### src/core/tpw_defines.vh
`ifndef TPW_DEFINES_VH
`define TPW_DEFINES_VH
// Byte offsets on the APB bus
`define TPW_OFF_CTRL0    12'h000
`define TPW_OFF_CTRL1    12'h004
`define TPW_OFF_BUF0     12'h008
`define TPW_OFF_BUF1     12'h00c
`define TPW_OFF_DEAD     12'h010
`define TPW_OFF_PERIOD   12'h014
`define TPW_OFF_PH0      12'h018
`define TPW_OFF_PH1      12'h01c
`define TPW_OFF_PH2      12'h020
`define TPW_OFF_STAT     12'h024
`define TPW_OFF_IRQ_EN   12'h028
`define TPW_OFF_IRQ_CLR  12'h02c
// Control register 0 fields
`define TPW_C0_POL       0
`define TPW_C0_SPEC      1
`define TPW_C0_OUTEN     3
`define TPW_C0_LOWDIS    4
`define TPW_C0_MODE      6
// Control register 1 fields
`define TPW_C1_SECREG    1
// Buffer fields: pos in bits 0..2, neg in bits 4..6, one per phase
`define TPW_BUF_POS      0
`define TPW_BUF_NEG      4
// Status / interrupt bits
`define TPW_ST_PERIOD    0
`define TPW_ST_LOWDIS    1
// Reset values
`define TPW_RST_CTRL0    8'h00
`define TPW_RST_CTRL1    8'h00
`define TPW_RST_BUF      8'h00
`define TPW_RST_DEAD     8'h01
`define TPW_RST_TIMER    16'h0000
`define TPW_RST_STATE    6'h00
`endif

### src/core/tpw_sync2.v
`timescale 1ns/1ps
// Two-flop synchroniser for a pin level
module tpw_sync2 (
  input  wire pclk,
  input  wire presetn,
  input  wire d,
  output reg  q
);
  reg meta_q;

  always @(posedge pclk or negedge presetn)
  begin
    if (!presetn)
    begin
      meta_q <= 1'b1;
      q      <= 1'b1;
    end
    else
    begin
      meta_q <= d;
      q      <= meta_q;
    end
  end
endmodule

### src/core/tpw_pwm.v
// Register access over APB and the placing of the registers were left to the implementer.
`timescale 1ns/1ps
`include "tpw_defines.vh"
module tpw_pwm (
  input  wire        pclk,
  input  wire        presetn,
  input  wire        psel,
  input  wire        penable,
  input  wire        pwrite,
  input  wire [11:0] paddr,
  input  wire [31:0] pwdata,
  output reg  [31:0] prdata,
  output reg         pready,
  output reg         pslverr,
  input  wire        nmi_n,
  output reg  [2:0]  pos_out,
  output reg  [2:0]  neg_out,
  output reg         pins_en,
  output reg         irq
);

  ////////////////////////////////////////////////////////////////////////////
  // Registers
  reg  [7:0]  ctrl0_q;
  reg  [7:0]  ctrl1_q;
  reg  [7:0]  buf0_q;
  reg  [7:0]  buf1_q;
  reg  [7:0]  dead_q;
  reg  [15:0] period_q;
  reg  [15:0] ph_rel_q [0:2];
  reg  [1:0]  stat_q;
  reg  [1:0]  irq_en_q;
  reg  [15:0] per_cnt_q;
  reg  [15:0] ph_cnt_q [0:2];
  reg  [2:0]  ph_run_q;
  reg  [7:0]  dt_cnt_q [0:2];
  reg  [1:0]  pos_sh_q [0:2];
  reg  [1:0]  neg_sh_q [0:2];
  reg  [2:0]  pos_lvl_q;
  reg  [2:0]  neg_lvl_q;
  reg         nmi_d_q;
  wire        nmi_s;
  wire        wr_en;
  wire        saw_mode;
  wire        per_zero;
  wire        nmi_fall;
  wire [2:0]  shift_ev;
  wire [2:0]  pair_low;
  wire        low_trip;
  wire [1:0]  ev_vec;
  reg  [31:0] rd_mux;
  reg         addr_ok;

  assign wr_en    = psel & penable & pwrite;
  assign saw_mode = ctrl0_q[`TPW_C0_MODE] & ~ctrl1_q[`TPW_C1_SECREG];
  assign per_zero = saw_mode & (per_cnt_q == 16'h0000);
  assign nmi_fall = nmi_d_q & ~nmi_s;
  assign pair_low = ~pos_lvl_q & ~neg_lvl_q;
  assign low_trip = ctrl0_q[`TPW_C0_LOWDIS] & (|pair_low);
  // Spec and polarity bits never gate the period interrupt in this mode
  assign ev_vec   = {low_trip, per_zero};

  ////////////////////////////////////////////////////////////////////////////
  // Pin synchroniser and edge detect
  tpw_sync2 u_nmi_sync (
    .pclk    (pclk),
    .presetn (presetn),
    .d       (nmi_n),
    .q       (nmi_s)
  );

  // Rests high like the idle pin, so leaving reset gives no false edge
  always @(posedge pclk or negedge presetn)
  begin
    if (!presetn)
      nmi_d_q <= 1'b1;
    else
      nmi_d_q <= nmi_s;
  end

  ////////////////////////////////////////////////////////////////////////////
  // APB slave
  // Zero wait states: pready answers every setup cycle one clock later
  always @*
  begin
    addr_ok = 1'b1;
    rd_mux  = 32'h0000_0000;
    case (paddr)
      `TPW_OFF_CTRL0:   rd_mux = {24'h000000, ctrl0_q};
      `TPW_OFF_CTRL1:   rd_mux = {24'h000000, ctrl1_q};
      `TPW_OFF_BUF0:    rd_mux = {24'h000000, buf0_q};
      `TPW_OFF_BUF1:    rd_mux = {24'h000000, buf1_q};
      `TPW_OFF_DEAD:    rd_mux = {24'h000000, dead_q};
      `TPW_OFF_PERIOD:  rd_mux = {16'h0000, period_q};
      `TPW_OFF_PH0:     rd_mux = {16'h0000, ph_rel_q[0]};
      `TPW_OFF_PH1:     rd_mux = {16'h0000, ph_rel_q[1]};
      `TPW_OFF_PH2:     rd_mux = {16'h0000, ph_rel_q[2]};
      `TPW_OFF_STAT:    rd_mux = {30'h0, stat_q};
      `TPW_OFF_IRQ_EN:  rd_mux = {30'h0, irq_en_q};
      `TPW_OFF_IRQ_CLR: rd_mux = 32'h0000_0000;
      default:          addr_ok = 1'b0;
    endcase
  end

  always @(posedge pclk or negedge presetn)
  begin
    if (!presetn)
    begin
      prdata  <= 32'h0000_0000;
      pready  <= 1'b0;
      pslverr <= 1'b0;
    end
    else
    begin
      pready  <= psel & ~penable;
      pslverr <= psel & ~penable & ~addr_ok;
      if (psel & ~penable & ~pwrite)
        prdata <= rd_mux;
    end
  end

  // Writes take effect at the access edge, where pready is already high
  always @(posedge pclk or negedge presetn)
  begin
    if (!presetn)
    begin
      ctrl0_q     <= `TPW_RST_CTRL0;
      ctrl1_q     <= `TPW_RST_CTRL1;
      buf0_q      <= `TPW_RST_BUF;
      buf1_q      <= `TPW_RST_BUF;
      dead_q      <= `TPW_RST_DEAD;
      period_q    <= `TPW_RST_TIMER;
      ph_rel_q[0] <= `TPW_RST_TIMER;
      ph_rel_q[1] <= `TPW_RST_TIMER;
      ph_rel_q[2] <= `TPW_RST_TIMER;
      irq_en_q    <= 2'h0;
    end
    else
    begin
      if (wr_en & pready)
      begin
        case (paddr)
          `TPW_OFF_CTRL0:  ctrl0_q <= pwdata[7:0];
          `TPW_OFF_CTRL1:  ctrl1_q <= pwdata[7:0];
          `TPW_OFF_BUF0:   buf0_q <= pwdata[7:0];
          `TPW_OFF_BUF1:   buf1_q <= pwdata[7:0];
          // A zero dead time is refused, the one-shot needs at least one count
          `TPW_OFF_DEAD:   if (pwdata[7:0] != 8'h00) dead_q <= pwdata[7:0];
          `TPW_OFF_PERIOD: period_q <= pwdata[15:0];
          `TPW_OFF_PH0:    ph_rel_q[0] <= pwdata[15:0];
          `TPW_OFF_PH1:    ph_rel_q[1] <= pwdata[15:0];
          `TPW_OFF_PH2:    ph_rel_q[2] <= pwdata[15:0];
          `TPW_OFF_IRQ_EN: irq_en_q <= pwdata[1:0];
          default:         ctrl1_q <= ctrl1_q;
        endcase
      end
      if (nmi_fall | low_trip)
        ctrl0_q[`TPW_C0_OUTEN] <= 1'b0;
    end
  end

  ////////////////////////////////////////////////////////////////////////////
  // Sticky status, set wins over clear
  always @(posedge pclk or negedge presetn)
  begin
    if (!presetn)
      stat_q <= 2'h0;
    else if (wr_en & pready & (paddr == `TPW_OFF_IRQ_CLR))
      stat_q <= (stat_q & ~pwdata[1:0]) | ev_vec;
    else
      stat_q <= stat_q | ev_vec;
  end

  ////////////////////////////////////////////////////////////////////////////
  // Period timer
  // Held at the reload value while the mode is off, so the first zero comes a full period after enabling
  always @(posedge pclk or negedge presetn)
  begin
    if (!presetn)
    begin
      per_cnt_q <= `TPW_RST_TIMER;
    end
    else if (!saw_mode)
    begin
      per_cnt_q <= period_q;
    end
    else if (per_zero)
    begin
      per_cnt_q <= period_q;
    end
    else
      per_cnt_q <= per_cnt_q - 16'h0001;
  end

  ////////////////////////////////////////////////////////////////////////////
  // Per-phase one-shot, shift registers, dead time and output level
  genvar g;
  generate
    for (g = 0; g < 3; g = g + 1)
    begin : g_phase
      wire dt_busy;
      assign shift_ev[g] = ph_run_q[g] & (ph_cnt_q[g] == 16'h0001);
      assign dt_busy     = (dt_cnt_q[g] != 8'h00);

      always @(posedge pclk or negedge presetn)
      begin
        if (!presetn)
        begin
          ph_cnt_q[g] <= `TPW_RST_TIMER;
          ph_run_q[g] <= 1'b0;
          dt_cnt_q[g] <= 8'h00;
          pos_sh_q[g] <= 2'h3;
          neg_sh_q[g] <= 2'h3;
          pos_lvl_q[g] <= 1'b1;
          neg_lvl_q[g] <= 1'b1;
        end
        else
        begin
          if (per_zero)
          begin
            ph_cnt_q[g] <= ph_rel_q[g];
            ph_run_q[g] <= (ph_rel_q[g] != 16'h0000);
            // Bit 0 drives now, bit 1 after the shift
            pos_sh_q[g] <= {buf1_q[`TPW_BUF_POS + g], buf0_q[`TPW_BUF_POS + g]};
            neg_sh_q[g] <= {buf1_q[`TPW_BUF_NEG + g], buf0_q[`TPW_BUF_NEG + g]};
          end
          else if (ph_run_q[g])
          begin
            ph_cnt_q[g] <= ph_cnt_q[g] - 16'h0001;
            if (shift_ev[g])
            begin
              ph_run_q[g] <= 1'b0;
              // Bit 1 is copied down, so the level holds to the end of the period
              pos_sh_q[g] <= {pos_sh_q[g][1], pos_sh_q[g][1]};
              neg_sh_q[g] <= {neg_sh_q[g][1], neg_sh_q[g][1]};
            end
          end
          // A shift that meets a reload is dropped with the rest of the old period
          if (shift_ev[g] & ~per_zero)
            dt_cnt_q[g] <= dead_q;
          else if (dt_busy)
            dt_cnt_q[g] <= dt_cnt_q[g] - 8'h01;
          // Rising edges pass at once; falling edges after a shift wait out the dead time, at a reload they pass at once
          if (per_zero)
          begin
            pos_lvl_q[g] <= buf0_q[`TPW_BUF_POS + g];
            neg_lvl_q[g] <= buf0_q[`TPW_BUF_NEG + g];
          end
          else
          begin
            if (pos_sh_q[g][0] | (!dt_busy & !shift_ev[g]))
              pos_lvl_q[g] <= pos_sh_q[g][0];
            if (neg_sh_q[g][0] | (!dt_busy & !shift_ev[g]))
              neg_lvl_q[g] <= neg_sh_q[g][0];
          end
        end
      end
    end
  endgenerate

  ////////////////////////////////////////////////////////////////////////////
  // Pin outputs
  always @(posedge pclk or negedge presetn)
  begin
    if (!presetn)
    begin
      pos_out <= 3'h7;
      neg_out <= 3'h7;
      pins_en <= 1'b0;
      irq     <= 1'b0;
    end
    else
    begin
      pos_out <= pos_lvl_q;
      neg_out <= neg_lvl_q;
      // The pins drop in the same cycle that a both-low pair reaches the outputs
      pins_en <= ctrl0_q[`TPW_C0_OUTEN] & saw_mode & ~low_trip;
      // The interrupt runs one clock behind the status and enable registers
      irq     <= |(stat_q & irq_en_q);
    end
  end

endmodule

### config.mk
export PLATFORM = sky130hd
export DESIGN_NAME = tpw_pwm
export DESIGN_NICKNAME = d
export VERILOG_FILES = /design/src/core/tpw_sync2.v /design/src/core/tpw_pwm.v
export VERILOG_INCLUDE_DIRS = /design/src /design/src/core
export SDC_FILE = /design/constraint.sdc
export NUM_CORES = 1
export LEC_CHECK = 0
export BUFFER_PORTS_ARGS = -buffer_cell sky130_fd_sc_hd__buf_2
export CAP_MARGIN = 5
export CORE_MARGIN = 5
export CORE_UTILIZATION = 45
export CTS_BUF_LIST = sky130_fd_sc_hd__clkbuf_16
export CTS_CLUSTER_SIZE = 24
export DETAILED_ROUTE_END_ITERATION = 8
export SYNTH_ARGS = -nofsm -noshare
export SYNTH_HDL_FRONTEND = slang
export SYNTH_SLANG_ARGS = --single-unit
### constraint.sdc
create_clock -name pclk -period 2.15 [get_ports pclk]
set_input_delay 0.1075 -clock pclk [delete_from_list [all_inputs] [get_ports pclk]]
set_output_delay 0.1075 -clock pclk [all_outputs]
set_load 0.005 [all_outputs]
# Yosys cells after proc, flatten, opt, wreduce, memory -nomap -nowiden
# Cells that the tools add are included.
# Widths: inputs -> output; s select.
dict set report word_totals {
  reg_bits 262
  elab_cells 223
}
dict set report classes {
  addsub 7
  eq_ne 14
  mux 59
  bitwise_logic 44
  reduce_logical 49
}
# operator n
set ops {}
lappend ops {{$pmux 16 s11} 1}
lappend ops {{$mux 16} 8}
lappend ops {{$sub 16x1->16 const B} 4}
lappend ops {{$eq 12x5->1 const B} 4}
lappend ops {{$eq 12x6->1 const B} 4}
lappend ops {{$eq 16x1->1 const B} 3}
lappend ops {{$mux 8} 6}
lappend ops {{$reduce_bool 16->1} 3}
lappend ops {{$mux 1} 35}
lappend ops {{$reduce_bool 2->1} 17}
lappend ops {{$reduce_bool 8->1} 4}
lappend ops {{$reduce_and 2->1} 13}
lappend ops {{$eq 12x4->1 const B} 2}
lappend ops {{$sub 8x1->8 const B} 3}
lappend ops {{$and 1x1->1} 22}
lappend ops {{$logic_not 16->1} 1}
lappend ops {{$mux 2} 7}
lappend ops {{$eq 12x3->1 const B} 1}
lappend ops {{$logic_not 12->1} 1}
lappend ops {{$reduce_or 12->1} 1}
lappend ops {{$mux 4} 2}
lappend ops {{$not 1->1} 7}
lappend ops {{$or 1x1->1} 7}
lappend ops {{$logic_not 1->1} 6}
lappend ops {{8 further kinds} 11}

# Depth between registers and ports, before layout
dict set report logic_depth {
  ltp_word 7
  depth_mapped 9
}

# Cells and area by module
# From an unflattened synthesis, not the netlist that was laid out.
dict set report unflattened {
  hier_cells 1108
  hier_area_um2 12567.1
}
# module instances cells_each area_per_inst_um2 seq_area_each_um2
set modules_own_cells {}
lappend modules_own_cells {tpw_pwm 1 1106 12514.5 6138.4}
lappend modules_own_cells {tpw_sync2 1 2 52.6 52.6}

# Worst setup path before layout
# Ideal clock, no wire load.
dict set report synth_path {
  path_type {reg-to-reg}
  from {register ph_cnt_q[3] (netlist bit)}
  to {register dt_cnt_q[1] (netlist bit)}
  arrival_ns 1.832
  required_time_ns 2.025
  path_slack_ns 0.193
  stages_incl_launch_ff 5
  n_path_buf 0
  period_less_slack_ns 1.957
  path_cell_list {dfrtp_1 nor4_4 nand4_1 nor3_2 mux2_2}
}
dict set report synth_between {
  elab_chain_len 4
  word_cells_on_any_way 5
  cone_classes {1 x eq/ne; 1 x mux; 2 x bitwise; 1 x reduce/logical}
}
# item line
set synth_lines {}
lappend synth_lines {{from (decl)} tpw_pwm.v:34} ;# reg [15:0] ph_cnt_q [0:2];
lappend synth_lines {{from (signal, indexed assignment)} tpw_pwm.v:209} ;# ph_cnt_q[g] <= `TPW_RST_TIMER;
lappend synth_lines {{from (signal, indexed assignment)} tpw_pwm.v:221} ;# ph_cnt_q[g] <= ph_rel_q[g];
lappend synth_lines {{from (signal, indexed assignment)} tpw_pwm.v:229} ;# ph_cnt_q[g] <= ph_cnt_q[g] - 16'h0001;
lappend synth_lines {{$eq 16x1->1 (*)} tpw_pwm.v:202} ;# assign shift_ev[g] = ph_run_q[g] & (ph_cnt_q[g] == 16'h0001);
lappend synth_lines {{$and 1x1->1 (*)} tpw_pwm.v:202}
lappend synth_lines {{$and 1x1->1 (*)} tpw_pwm.v:239} ;# if (shift_ev[g] & ~per_zero)
lappend synth_lines {{$mux 8 / $reduce_bool 2->1 (equally long branches)} n/a}
lappend synth_lines {{to (signal, indexed assignment)} tpw_pwm.v:240} ;# dt_cnt_q[g] <= dead_q;
lappend synth_lines {{to (signal, indexed assignment)} tpw_pwm.v:242} ;# dt_cnt_q[g] <= dt_cnt_q[g] - 8'h01;
lappend synth_lines {{to (decl)} tpw_pwm.v:36} ;# reg [7:0] dt_cnt_q [0:2];
# Mark *: on every way between the ends. The rest lies on a longest branch, timed or not.
# A chain may end at the register's enable or synchronous reset.

# Worst setup path in the final report
dict set report layout_path {
  from {register per_cnt_q[5]}
  to {register dt_cnt_q[9] (netlist bit)}
}
dict set report layout_between {
  elab_chain_len 5
  word_cells_on_any_way 6
  cone_classes {1 x mux; 3 x bitwise; 2 x reduce/logical}
}
# item line
set layout_lines {}
lappend layout_lines {{from (decl)} tpw_pwm.v:33} ;# reg [15:0] per_cnt_q;
lappend layout_lines {{from (signal assigned)} tpw_pwm.v:181} ;# per_cnt_q <= `TPW_RST_TIMER;
lappend layout_lines {{from (signal assigned)} tpw_pwm.v:185} ;# per_cnt_q <= period_q;
lappend layout_lines {{from (signal assigned)} tpw_pwm.v:189} ;# per_cnt_q <= period_q;
lappend layout_lines {{$logic_not 16->1 (*)} tpw_pwm.v:56} ;# assign per_zero = saw_mode & (per_cnt_q == 16'h0000);
lappend layout_lines {{$and 1x1->1 (*)} tpw_pwm.v:56}
lappend layout_lines {{$not 1->1 (*)} tpw_pwm.v:239}
lappend layout_lines {{$and 1x1->1 (*)} tpw_pwm.v:239}
lappend layout_lines {{$mux 8 / $reduce_bool 2->1 (equally long branches)} n/a}
# Marked as above.

==> run_results.csv <==
group,metric,value,unit
global_routing,grt_max_degree,64,
clock_tree,insertion_delay,540,ps
yosys,synth_top_area_cell,"dfrtp_1",
timing,fin_skew,19.74,ps
yosys,synthCells,1136,
detailed_routing,wl,33570,um
global_routing,grt_first_pass_wirelength,53210,um
detailed_routing,routed_via_density,5.548,
place,dp_slack,-27.97,ps
timing,rsz0062_at_grt,"yes",
detailed_routing,vias,9227,
yosys,yosysTopAreaCellShare,0.4387,
timing,max_slew_margin,0.5546,
yosys,synth_area_leaders,"dfrtp_1 (44%), mux2_2 (12%), dfstp_2 (5.9%), nor2_1 (3.0%), a21oi_1 (2.9%)",
detailed_routing,drc,0,
pwr,irDropWorstVdd,0.5925,mV
worst_setup_path,setup.worst_path.start_class,"register",
clock_tree,post_cts_buffers,0,
clock_tree,clk_pin_slew,60,ps
status,outcome,"complete, no violations",
timing,layout_setup_ws,71.31,ps
cells_and_area,insertedDiodeCount,0,
yosys,synthAdderAreaFrac,0.01409,
floorplan,ioPinCount,92,
run,drv_cap,0,
yosys,synthTopCellsByCount,"dfrtp_1 (218), mux2_2 (128), nor2_1 (98), nand2_1 (88), a21oi_1 (71)",
floorplan,initial_utilization,0.4588,
yosys,synth-xor-area-share,0.05142,
detailed_routing,drtAntennaViolNets,0,
yosys,synth_mux_area_frac,0.1456,
yosys,synth_top_family_by_area,"simple AND/OR/NAND/NOR gates",
clock_tree,clock_sinks,246,
timing,hold_violations,0,
pwr,netSwitchingPower,2.142,mW
yosys,yosysWarnings,0,
worst_setup_path,endpoint_kind,"register",
cells_and_area,final_nets,1333,
timing,slew_violations,0,
place,dp.cells,1594,
timing,min_period_over_period,0.9668,
worst_setup_path,critPathArrivalTime,2490,ps
global_routing,met2_usage,0.3462,
detailed_routing,firstDrtPassIters,7,
timing,setup_viol,0,
floorplan,die_w,176.2,um
place,portBuffers,59,
global_routing,busiest_layer,"met2",
pwr,cellLeakagePower,7.173,nW
pwr,p_int,7.315,mW
clock_tree,clockBufferDepth,3,
floorplan,die_y,176.2,um
clock_tree,tritoncts,"yes",
yosys,ys_ff_latch,246,
cells_and_area,area_growth_syn_to_layout,18.39,%
detailed_routing,wire_per_inst,20.19,um
timing,tightest_slew,668.1,ps
pwr,power_frac_clock,0.465,
pwr,p_sw_frac,0.2265,
worst_setup_path,critPathKind,"register to register",
yosys,async_reset_ff_frac,1.000,
global_routing,antenna_found_initial,0,
yosys,synth_compound_area_frac,0.08020,
floorplan,rows,60,
global_routing,grt_pass1_vias,9245,
yosys,synthFlopType,"dfrtp_1",
place,place_congestion,0.9367,
floorplan,core,0.02710,sq mm
pwr,p_seq_frac,0.494,
clock_tree,h-tree-depth,1,
yosys,synthMostInstantiatedCell,"dfrtp_1",
cells_and_area,drive_above_1_share,0.2974,
cells_and_area,fin_cells,1663,
clock_tree,cts_buffers,28,
pwr,power.density,642.3,mW/mm^2
floorplan,design.die.area,0.03106,sq mm
yosys,synth_edf_count,0,
timing,min_period,2079,ps
timing,max_freq,481.1,MHz
global_routing,grtUsageTotal,0.2161,
worst_setup_path,critPathMaxFanout,6,
cells_and_area,final_util,0.5432,
detailed_routing,first_iter_violations,602,
pwr,pwr-share-comb,0.042,
yosys,synth-simple-area-share,0.1712,
yosys,synth.avg_cell_area,10.95,sq um
place,dp_hpwl,24420,um
global_routing,use_met3,0.02634,
yosys,syn_area,0.01243,sq mm
global_routing,grt_remaining_overflow,0,
yosys,ys_seq_area_frac,0.4979,
place,post_dp_cell_area,0.01365,sq mm
worst_setup_path,worst_ep_required_time,2560,ps
cells_and_area,final_area,0.01472,sq mm
yosys,synth_cell_types,70,
min_path,holdCritPathClass,"input pin to register",
global_routing,groute.layer.met1.usage,0.3085,
clock_tree,cts_root_buf,"clkbuf_16",
==> through the flow <==
stage / hold WS, ps / TNS, ps / total power [mW]
finish: 31.38 / 0 / 9.456
global route: 12.22 / -343.8 / 9.801
floorplan: -188.1 / 0 / 4.903
CTS: 2.415 / 0 / 9.550
detailed placement: 111.4 / -45.11 / 5.124
global placement: 99.34 / 0 / 5.121
==> kinds of logic (layout without fill, tap and decap cells) <==
group | count (synthesis) | in the layout
other | 1 | 16
DFF | 246 | 246
and+or+nand+nor | 377 | 377
xor gates and xnor gates | 73 | 73
muxes | 156 | 156
buffers and inverters | 97 | 237
AOI/OAI and AO/OA | 172 | 172
adders and majority gates | 14 | 14
==> layout by cell type (no fill, tap or decap), drive strengths merged, types with 7 or more instances in the layout <==
cell type / netlist / layout
nand3: 32 / 32
nor2: 101 / 101
xor2: 36 / 36
xnor2: 37 / 37
dfrtp: 218 / 218
inv: 26 / 36
nor2b: 11 / 11
mux2i: 20 / 20
mux4: 7 / 7
nor4: 32 / 32
ha: 14 / 14
nor3: 39 / 39
o31ai: 10 / 10
dfstp: 28 / 28
mux2: 129 / 129
a22oi: 16 / 16
nand2: 90 / 90
or4: 7 / 7
buf: 46 / 142
o21ai: 50 / 50
dlygate4sd3: 0 / 17
clkinv: 0 / 11
nand4: 18 / 18
clkbuf: 25 / 29
conb: 1 / 16
a21oi: 71 / 71
==> what timing repair did <==
item                                   CTS  global route
setup endpoints to repair                2            95
endpoints found under the hold margin  120             0
hold buffers                            17             0
pin swaps                                0             3
gates resized for setup                  1            11
==> registers in the layout (all words and copies together) (netlist names), 8 cells and up <==
name and cells:
dead_q 8, ctrl0_q 8, dt_cnt_q 24, period_q 16, ph_cnt_q 48, buf1_q 8, per_cnt_q 16, ctrl1_q 8
prdata 16, ph_rel_q 48, buf0_q 8
==> worst paths after layout <==
check                                                  from                        to  slack, ps  depth (start not counted)
worst max-delay path                 per_cnt_q[5]$_DFF_PN0_   dt_cnt_q[9]$_DFFE_PN0P_         70                          5
worst min-delay path                              pwdata[2]     dead_q[2]$_DFFE_PN0P_         30                          2
worst max register to register       per_cnt_q[5]$_DFF_PN0_   dt_cnt_q[9]$_DFFE_PN0P_         70                          5
worst min register to register  u_nmi_sync.meta_q$_DFF_PN1_    u_nmi_sync.q$_DFF_PN1_        360                          0
max in group asynchronous                           presetn  neg_lvl_q[1]$_DFFE_PN1P_       1300                          3
min in group asynchronous                           presetn  dt_cnt_q[11]$_DFFE_PN0P_        130                          2
==> critical path: stages (launching register included) <==
cell and delay [ps]:
dfrtp_1 370, or4_1 570, nor3_2 160, nand4_1 280, and2_4 270, mux2_1 310
==> power groups by stage <==
stage	registers [mW]	clock network, mW	logic (mW)
after CTS	4.67	4.48	0.401
final	4.67	4.39	0.396
after floorplan	4.75	0	0.157
after detailed placement	4.75	0	0.376
after global routing	4.67	4.70	0.438
after global placement	4.75	0	0.373
==> area by class of cell <==
cell class	count	area [sq um]
clock buffers	29	725.7
flip-flops and latches	246	6191
fillers	2392	12380
repair buffers	159	1256
clock inverters	23	122.6
multi-input cells	808	5863
inverters	26	97.59
well taps	372	465.4
==> routing by layer <==
layer	up-vias	wire length, um
li1	4304	-
met1	4620	15270
met2	237	15740
met3	66	1490
met4	0	1074
met5	-	0
Power figures use the tool's default switching activity.
